**src/rtl/msp_pkg.sv**
```systemverilog
// Shared constants and types of the memory select and protect control.
// Assumes one system clock of 200 MHz and a synchronous active-high reset.
package msp_pkg;

   // ==========================================================
   // Register space offsets (byte offsets in the register space)
   localparam logic [7:0] OFS_PAGE = 8'hE0;
   localparam logic [7:0] OFS_MAIN_PROT = 8'hC0;
   localparam logic [7:0] OFS_BOOT_PROT = 8'hC2;
   localparam logic [7:0] OFS_SPACE_MAP = 8'hC4;

   // ==========================================================
   // Space mapping fields, space mapping and page reset values
   localparam int VM_SRAM_CODE = 0;
   localparam int VM_BOOT_CODE = 1;
   localparam int VM_MAIN_CODE = 2;
   localparam int VM_BOOT_DATA = 3;
   localparam int VM_MAIN_DATA = 4;
   localparam int VM_PARALLEL_IO_MODE_ENABLE = 7;
   localparam logic [7:0] VM_RESET = 8'h00;
   localparam logic [7:0] PAGE_RESET = 8'h00;

   // Boot protect register field and sector counts
   localparam int BOOT_SECURITY_BIT = 7;
   localparam int MAIN_SECTORS = 8;
   localparam int BOOT_SECTORS = 4;

   // ==========================================================
   // Flash command words
   localparam logic [11:0] UNLOCK1_ADDR = 12'hAAA;
   localparam logic [7:0] UNLOCK1_DATA = 8'hAA;
   localparam logic [11:0] UNLOCK2_ADDR = 12'h554;
   localparam logic [7:0] UNLOCK2_DATA = 8'h55;
   localparam logic [7:0] RESET_CMD_DATA = 8'hF0;

   // ==========================================================
   // Timing
   localparam int CLK_PERIOD_NS = 5;
   localparam int RECOVER_NS = 25000;
   localparam int RECOVER_CYC = RECOVER_NS / CLK_PERIOD_NS;
   localparam int TMR_W = 16;

   // ==========================================================
   // Types
   typedef enum logic [1:0] {
      FS_READ,
      FS_UNLK1,
      FS_UNLK2,
      FS_RECOVER
   } msp_fsm_t;

   typedef enum logic [1:0] {
      OP_IDLE,
      OP_WORD_PGM,
      OP_BULK_ERASE,
      OP_SECTOR_ERASE
   } msp_op_t;

   typedef struct packed {
      logic wr;
      logic [11:0] addr;
      logic [7:0] data;
   } msp_flash_wr_t;

   typedef struct packed {
      logic [MAIN_SECTORS-1:0] main;
      logic [BOOT_SECTORS-1:0] boot;
      logic sram;
      logic io;
   } msp_sel_t;

   typedef struct packed {
      msp_fsm_t fsm;
      logic [TMR_W-1:0] tmr;
      logic [7:0] vm;
      logic [7:0] page;
      logic [7:0] rdata;
      logic abort;
      logic batt;
   } msp_state_t;

endpackage

```
**src/rtl/msp_sel_prio.sv**
```systemverilog
// Select priority and strobe gating of the memory select control.
// Assumes raw selects come from the address decode array, all combinational.
`timescale 1ns/100ps
module msp_sel_prio
   import msp_pkg::*;
(
   // Raw selects and strobes
   input wire msp_sel_t raw_i,
   input wire logic code_strobe_i,
   input wire logic data_strobe_i,
   input wire logic [7:0] vm_i,
   // Resolved enables
   output msp_sel_t en_o
);

   logic boot_ok;
   logic main_ok;
   logic sram_ok;

   // ==========================================================
   // Strobe gating per memory
   always_comb begin
      boot_ok = (code_strobe_i & vm_i[VM_BOOT_CODE]) | (data_strobe_i & vm_i[VM_BOOT_DATA]);
      main_ok = (code_strobe_i & vm_i[VM_MAIN_CODE]) | (data_strobe_i & vm_i[VM_MAIN_DATA]);
      sram_ok = data_strobe_i | (code_strobe_i & vm_i[VM_SRAM_CODE]);
   end

   // ==========================================================
   // Priority: I/O, then SRAM, then boot, then main
   always_comb begin
      en_o = '0;
      if (raw_i.io) begin
         en_o.io = 1'b1;
      end else if (raw_i.sram) begin
         en_o.sram = sram_ok;
      end else if (|raw_i.boot) begin
         en_o.boot = raw_i.boot & {BOOT_SECTORS{boot_ok}};
      end else begin
         en_o.main = raw_i.main & {MAIN_SECTORS{main_ok}};
      end
   end

endmodule

```
**src/rtl/msp_ctrl.sv**
```systemverilog
// Memory select, sector protect, flash reset and page register control.
// Assumes a program/erase engine reports its operation and error status,
// and that the microcontroller bus is synchronous to sys_clk_i.
//
// Behaviour
// - Each set main protect bit blocks writes to its main flash sector.
// - Boot protect low four bits block writes to the boot flash sectors.
// - Boot protect top bit reads the security lock; bits 6..4 read zero.
// - Reset command is one write, optionally after AA@AAA and 55@554.
// - Reset command returns read mode at once, or 25 us after an error.
// - Reset command is ignored during word program or bulk erase.
// - Reset command aborts sector erase, read mode within 25 us.
// - Reset pin aborts any operation; up to 25 us if one was running.
// - SRAM responds only while its decoder select is high.
// - When configured, battery indicator high while battery powers SRAM.
// - Boot sector select wins over an overlapping main sector select.
// - SRAM or I/O select wins over any overlapping flash select.
// - Space mapping bits 0..4 gate code and data strobes per memory.
// - Space mapping bit 7 enables parallel I/O mode; bits 6, 5 unused.
// - Space mapping loads its initial value at reset, writes act at once.
// - Eight-bit readable, writable page register feeds the decoder.
// - Page register sits at offset E0h of the register space.
// - Protection bits are readable but writes do not change them.
// - Program or erase to a protected sector is silently dropped.
`timescale 1ns/100ps
module msp_ctrl
   import msp_pkg::*;
#(
   parameter int RECOVER_CYCLES = RECOVER_CYC,
   parameter logic [7:0] VM_INIT = VM_RESET
) (
   // Clock and reset
   input wire logic sys_clk_i,
   input wire logic rst_i,
   // Register space access
   input wire logic reg_sel_i,
   input wire logic [7:0] reg_addr_i,
   input wire logic reg_wr_i,
   input wire logic reg_rd_i,
   input wire logic [7:0] reg_wdata_i,
   output logic [7:0] reg_rdata_o,
   // Flash command writes and engine status
   input wire msp_flash_wr_t fl_cmd_i,
   input wire msp_op_t op_kind_i,
   input wire logic error_status_bit_i,
   input wire logic flash_reset_pin_i,
   output logic flash_read_mode_o,
   output logic flash_abort_o,
   // Protection
   input wire logic [MAIN_SECTORS-1:0] main_sector_protect_i,
   input wire logic [BOOT_SECTORS-1:0] boot_sector_protect_i,
   input wire logic security_lock_i,
   input wire logic pe_req_i,
   output logic pe_allow_o,
   // Address decode
   input wire msp_sel_t dec_i,
   input wire logic code_fetch_strobe_i,
   input wire logic data_strobe_i,
   output msp_sel_t en_o,
   output logic [7:0] page_outputs_o,
   output logic parallel_io_mode_enable_o,
   // Battery indicator
   input wire logic batt_cfg_i,
   input wire logic supply_below_batt_i,
   output logic battery_on_o
);

   localparam logic [TMR_W-1:0] TMR_LOAD = TMR_W'(RECOVER_CYCLES - 1);

   msp_state_t s_q;
   msp_state_t s_d;
   logic reg_wr_hit;
   logic reg_rd_hit;
   logic reset_cmd;
   logic op_busy;
   logic prot_hit;

   function automatic logic reg_hit(input logic [7:0] addr, input logic [7:0] ofs);
      reg_hit = (addr == ofs);
   endfunction

   // ==========================================================
   // Select priority
   msp_sel_prio u_sel_prio (
      .raw_i(dec_i),
      .code_strobe_i(code_fetch_strobe_i),
      .data_strobe_i(data_strobe_i),
      .vm_i(s_q.vm),
      .en_o(en_o)
   );

   // ==========================================================
   // Decode of requests
   always_comb begin
      reg_wr_hit = reg_sel_i & reg_wr_i;
      reg_rd_hit = reg_sel_i & reg_rd_i;
      reset_cmd = fl_cmd_i.wr & (fl_cmd_i.data == RESET_CMD_DATA);
      op_busy = (op_kind_i != OP_IDLE);
      prot_hit = |(en_o.main & main_sector_protect_i) | |(en_o.boot & boot_sector_protect_i);
      pe_allow_o = pe_req_i & ~prot_hit & (|en_o.main | |en_o.boot);
   end

   // ==========================================================
   // Next state
   always_comb begin
      s_d = s_q;
      s_d.abort = 1'b0;
      s_d.batt = batt_cfg_i & supply_below_batt_i;
      // Register writes; protect registers take no writes
      if (reg_wr_hit && reg_hit(reg_addr_i, OFS_PAGE)) begin
         s_d.page = reg_wdata_i;
      end
      if (reg_wr_hit && reg_hit(reg_addr_i, OFS_SPACE_MAP)) begin
         s_d.vm = reg_wdata_i;
      end
      // Register reads
      if (reg_rd_hit) begin
         s_d.rdata = 8'h00;
         if (reg_hit(reg_addr_i, OFS_PAGE)) begin
            s_d.rdata = s_q.page;
         end
         if (reg_hit(reg_addr_i, OFS_SPACE_MAP)) begin
            s_d.rdata = {s_q.vm[7], 2'b00, s_q.vm[4:0]};
         end
         if (reg_hit(reg_addr_i, OFS_MAIN_PROT)) begin
            s_d.rdata = main_sector_protect_i;
         end
         if (reg_hit(reg_addr_i, OFS_BOOT_PROT)) begin
            s_d.rdata = {security_lock_i, 3'b000, boot_sector_protect_i};
         end
      end
      // Flash command sequencing
      case (s_q.fsm)
         FS_READ: begin
            if (fl_cmd_i.wr && fl_cmd_i.addr == UNLOCK1_ADDR && fl_cmd_i.data == UNLOCK1_DATA) begin
               s_d.fsm = FS_UNLK1;
            end
         end
         FS_UNLK1: begin
            if (fl_cmd_i.wr) begin
               if (fl_cmd_i.addr == UNLOCK2_ADDR && fl_cmd_i.data == UNLOCK2_DATA) begin
                  s_d.fsm = FS_UNLK2;
               end else begin
                  s_d.fsm = FS_READ;
               end
            end
         end
         FS_UNLK2: begin
            if (fl_cmd_i.wr) begin
               s_d.fsm = FS_READ;
            end
         end
         FS_RECOVER: begin
            if (s_q.tmr == '0) begin
               s_d.fsm = FS_READ;
            end else begin
               s_d.tmr = s_q.tmr - 1'b1;
            end
         end
         default: begin
            s_d.fsm = FS_READ;
         end
      endcase
      // Reset command, taken in any unlock state
      if (reset_cmd && s_q.fsm != FS_RECOVER) begin
         if (error_status_bit_i) begin
            s_d.fsm = FS_RECOVER;
            s_d.tmr = TMR_LOAD;
         end else if (op_kind_i == OP_SECTOR_ERASE) begin
            s_d.fsm = FS_RECOVER;
            s_d.tmr = TMR_LOAD;
            s_d.abort = 1'b1;
         end else if (op_busy) begin
            // Ends any unlock sequence, no recovery
            s_d.fsm = FS_READ;
         end else begin
            s_d.fsm = FS_READ;
         end
      end
      // Reset pin overrides everything
      if (flash_reset_pin_i) begin
         if (op_busy) begin
            s_d.fsm = FS_RECOVER;
            s_d.tmr = TMR_LOAD;
            s_d.abort = 1'b1;
         end else if (s_q.fsm != FS_RECOVER) begin
            s_d.fsm = FS_READ;
         end
      end
   end

   // ==========================================================
   // State register
   always_ff @(posedge sys_clk_i) begin
      if (rst_i) begin
         s_q.fsm <= FS_READ;
         s_q.tmr <= '0;
         s_q.vm <= VM_INIT;
         s_q.page <= PAGE_RESET;
         s_q.rdata <= 8'h00;
         s_q.abort <= 1'b0;
         s_q.batt <= 1'b0;
      end else begin
         s_q <= s_d;
      end
   end

   // ==========================================================
   // Outputs
   always_comb begin
      reg_rdata_o = s_q.rdata;
      flash_read_mode_o = (s_q.fsm != FS_RECOVER);
      flash_abort_o = s_q.abort;
      page_outputs_o = s_q.page;
      parallel_io_mode_enable_o = s_q.vm[VM_PARALLEL_IO_MODE_ENABLE];
      battery_on_o = s_q.batt;
   end
endmodule

```
**config.mk**
```make
export PLATFORM = sky130hd
export DESIGN_NAME = msp_ctrl
export DESIGN_NICKNAME = d
export VERILOG_FILES = /design/src/rtl/msp_pkg.sv /design/src/rtl/msp_sel_prio.sv /design/src/rtl/msp_ctrl.sv
export SDC_FILE = /design/constraint.sdc
export NUM_CORES = 1
export LEC_CHECK = 0
export ABC_AREA = 1
export BUFFER_PORTS_ARGS = -buffer_cell sky130_fd_sc_hd__buf_2
export CELL_PAD_IN_SITES_DETAIL_PLACEMENT = 0
export CELL_PAD_IN_SITES_GLOBAL_PLACEMENT = 1
export CORE_UTILIZATION = 33
export DETAILED_ROUTE_END_ITERATION = 16
export GPL_TIMING_DRIVEN = 0
export PLACE_DENSITY = 0.8
export SKIP_LAST_GASP = 1
export SLEW_MARGIN = 5
export SYNTH_ARGS = -nofsm -noshare
export SYNTH_HDL_FRONTEND = slang
export SYNTH_HIERARCHICAL = 1
export SYNTH_SLANG_ARGS = --single-unit
```
**constraint.sdc**
```tcl
create_clock -name sys_clk_i -period 2.3 [get_ports sys_clk_i]
set_clock_uncertainty 0.15 [all_clocks]
set_input_delay 0.23 -clock sys_clk_i [delete_from_list [all_inputs] [get_ports sys_clk_i]]
set_output_delay 0.23 -clock sys_clk_i [all_outputs]
set_load 0.05 [all_outputs]
```
Word-level counts from Yosys, hierarchy flattened

Index checks and enable logic that the tools add are counted.

Memories: 0
Word-level logic and storage cells: 88
Bits in read-only memories: 0
Output and inout bits: 35
Bits in writable memories: 0
Latch bits: 0
Register bits: 44
Bits of input ports: 78

Equality and inequality tests: 14
$mul: 0
Muxes and demuxes: 31
Add/sub/neg operators: 1
Order comparisons: 0
Divide/modulo/power cells: 0
Shifts and indexed selects: 0
Reductions and logical operators: 14
Bitwise operators: 21

Operators by type and width:

| cell                  | count |
|---|---|
| $mux 16               | 4 |
| $mux 18               | 3 |
| $eq 8x8->1 const B    | 6 |
| $mux 8                | 5 |
| $and 8x8->8           | 2 |
| $logic_not 16->1      | 1 |
| $mux 2                | 8 |
| $reduce_or 8->1       | 2 |
| $sub 16x1->16 const B | 1 |
| $mux 13               | 1 |
| $eq 12x11->1 const B  | 1 |
| $eq 12x12->1 const B  | 1 |
| $mux 12               | 1 |
| $reduce_or 4->1       | 3 |
| $and 1x1->1           | 11 |
| $and 4x4->4           | 2 |
| $eq 8x7->1 const B    | 1 |
| $pmux 2 s4            | 1 |
| $mux 1                | 7 |
| $eq 2x2->1 const B    | 3 |
| $logic_and 1x1->1     | 6 |
| $or 1x1->1            | 5 |
| $mux 4                | 1 |
| $eq 2x1->1 const B    | 1 |
| other kinds (4)       | 4 |

Logic depth before layout (Yosys ltp)

Word-level depth: 12
Depth in mapped cells: 14
Mapped depth without buffers: 14

Cells and area by module

The synthesis kept the hierarchy.

By module, submodules not included:

| module       | area each (um^2) | times used | seq. area each (um^2) | cells an instance |
|---|---|---|---|---|
| msp_ctrl     | 2740.1           | 1          | 880.8                 | 420 |
| msp_sel_prio | 181.4            | 1          | 0.0                   | 39 |

Worst setup path before layout

Ideal clock, no wire load.

Path kind: flip-flop to output port
Start point: register s_q[22] in the netlist's numbering
End point: output pe_allow_o
Data required time: 1920 ps
Buffers on the path: 0
Setup slack: -344 ps
Arrival: 2264 ps
Stages on the path, launching flop included: 9
Cells stage by stage: dfxtp_1 nand2_1 nand2_2 nand3_4 nor2_1 nor4_1 nand3_1 nand4_1 nor2_1

RTL lines:

| element     | line           | source |
|---|---|---|
| from (decl) | msp_ctrl.sv:70 | `msp_state_t s_q;` |
| to (decl)   | msp_ctrl.sv:54 | `output logic pe_allow_o,` |

Worst setup path after layout

Start point: register s_q[20] in the netlist's numbering
End point: output pe_allow_o

Cells in the longest elaborated chain, start to end: 12
Elaborated cells on any way between the ends: 14
Those cells by class: mux: 3; bitwise: 9; reduce/logical: 2

Ends and longest elaborated chain:

| element         | line               | source |
|---|---|---|
| $and 1x1->1 *   | msp_sel_prio.sv:24 | `main_ok = (code_strobe_i & vm_i[VM_MAIN_CODE]) \| (data_strobe_i & vm_i[VM_MAIN_DATA]);` |
| $or 1x1->1 *    | msp_sel_prio.sv:24 |  |
| $and 8x8->8 *   | msp_sel_prio.sv:39 | `en_o.main = raw_i.main & {MAIN_SECTORS{main_ok}};` |
| $mux 8 *        | msp_sel_prio.sv:36 | `end else if (\|raw_i.boot) begin` |
| $mux 12 *       | msp_sel_prio.sv:34 | `end else if (raw_i.sram) begin` |
| $mux 13 *       | msp_sel_prio.sv:32 | `if (raw_i.io) begin` |
| $and 8x8->8     | msp_ctrl.sv:99     | `prot_hit = \|(en_o.main & main_sector_protect_i) \| \|(en_o.boot & boot_sector_protect_i);` |
| $reduce_or 8->1 | msp_ctrl.sv:99     |  |
| $or 1x1->1      | msp_ctrl.sv:99     |  |
| $not 1->1       | msp_ctrl.sv:100    | `pe_allow_o = pe_req_i & ~prot_hit & (\|en_o.main \| \|en_o.boot);` |
| $and 1x1->1     | msp_ctrl.sv:100    |  |
| $and 1x1->1 *   | msp_ctrl.sv:100    |  |

Mark *: on every way between the ends. The rest lies on a longest branch, timed or not.

==> impl_metrics.ini <==
[drt]
drt_first_pass_iters = 5
routed_wl_um = 8420
drc = 0
post_drt_wl_per_cell_um = 12.4
vias = 3196
via_per_inst = 4.71
drt-initial-drc-count = 129
antenna_left = 0

[clock_tree]
cts_sinks = 42
post_cts_buffers = 0
insertion_delay_ns = 0.30
cts_buffers = 5
clock_path_buffers = 2
cts_tree = done
cts-root-buf = clkbuf_8
h-tree-depth = 2
path_clk_slew_ns = 0.09

[global_routing]
grt_pass1_wl_um = 13200
antenna_found_initial = 0
grt_max_degree = 14
grt_pass1_vias = 2948
gr-total-overflow = 0
grt_usage = 0.190

[setup_path]
worst_path_max_delay_cell = dfxtp_1
path_buf_inv = 1
cpPeakStageDelay_ns = 0.34
cpLargestDelayFamily = simple AND/OR/NAND/NOR gates
crit_path_max_fanout = 8
cp-end-kind = primary output
crit_arrival_ns = 1.74
crit_type = reg2out
start_kind = register
crit_path_frequent_cell = nand2_1
required_ns = 1.92
crit_chain = nand2_1 -> nand2_2 -> nand3_4 -> nor2_2 -> nand2_1 -> nand2_1 -> a221oi_1 -> nand4_1 -> nor2_2 -> buf_4

[sta]
worstMarginPinSlew_ns = 0.534
finalHoldViolations = 0
worst_hold_slack_ns = 0.0474
slew_violations = 0
setup_violations = 0
max_slew_margin = 0.644
timing.fmax_mhz = 471
min_period_over_period = 0.924
rsz0062_at_grt = no
fin_crit_ns = 2.12
tns_ns = 0

[die]
die_h_um = 95.0
die-area_um2 = 9020
ios = 113
die_w_um = 95.0
rows = 33
start_util = 0.344
core-area_um2 = 8300

[layout]
fin_area_um2 = 3750
diodes = 0
final_nets = 653
instances_no_fill = 679
final_common_cell = nand2_1
final_cell_mix = nand2_1 (114), buf_2 (113), nor2_1 (53)
final_layout_size_suffix_gt1_frac = 0.326
areaGrowthSynthToFinish_pct = 31.5

[run_status]
status = finished clean

[logic_synthesis]
synth_cells = 451
mappedNetlistArea_um2 = 2850
yosysWarnings = 6
synth_nets = 531
syn_area_per_cell_um2 = 6.33

[pwr]
vdd_drop_max_v = 0.000245
total_leakage_power_uw = 0.00185
power.density_nw_per_um2 = 487

[job]
cap_violations = 0

[placement]
place.gp.congestion = 0.855
dp.cells = 668
dp_hpwl_um = 7070
port-buffer-count = 112
placed_area_um2 = 3580

[hold_path]
hold_class = in2reg
-- path summary, 6_finish.rpt --
check                           cells past startpoint      startpoint           endpoint  slack [ns]
worst max-delay path                               10         s_q[20]         pe_allow_o        0.18
worst min-delay path                                3  reg_wdata_i[0]  page_outputs_o[0]        0.05
worst max register to register                     12         s_q[26]            s_q[38]        0.43
worst min register to register                      2  reg_rdata_o[4]     reg_rdata_o[4]        0.32
-- power breakdown --
part | internal [µW] | switching (µW)
combinational | 128 | 209
clock | 463 | 265
sequential | 746 | 17.1
total | 1340 | 491
-- flip-flops by register name, summed over array words and instances, names as in the netlist --
name,count
battery_on_o,1
flash_abort_o,1
page_outputs_o,8
parallel_io_mode_enable_o,1
reg_rdata_o,8
s_q,23
-- layer usage --
| metal | wire [µm] | up-vias | share of wire | track usage |
|---|---|---|---|---|
| met5 | 0 | - | 0 | 0 |
| met4 | 38 | 0 | 0.0045 | 0.0442 |
| met3 | 332 | 4 | 0.039 | 0.0330 |
| met2 | 4010 | 66 | 0.48 | 0.315 |
| met1 | 4040 | 1438 | 0.48 | 0.255 |
| li1 | - | 1688 | - | - |
-- worst min-delay path, cell delays in order --
cell and delay (ns):
buf_2 0.11, nand2_1 0.06, a21oi_1 0.06
-- timing repair --
item / 4_1_cts / 5_1_grt
gates resized for setup: 0 / 2
hold endpoints to repair: 2 / 1
endpoints found under the setup margin: 0 / 1
hold buffers: 2 / 1
-- layout make-up --
type,instances,area (µm²)
clock inverters,2,60.1
flip-flops and latches,42,841
fillers,877,4550
repair buffers,115,593
plain buffers,25,171
multi-input cells,334,1680
clock buffers,6,82.6
well taps,105,131
inverters,50,190
-- stage by stage --
stage	utilization	setup slack (ns)	total power, µW
2_1_floorplan	-	0.100	979
3_3_place_gp	0.431	0.403	1110
3_5_place_dp	0.431	0.388	1110
4_1_cts	0.451	0.0862	1840
5_1_grt	0.452	0.00200	1930
6_report	0.452	0.175	1830
(Power assumes the default switching activity.)
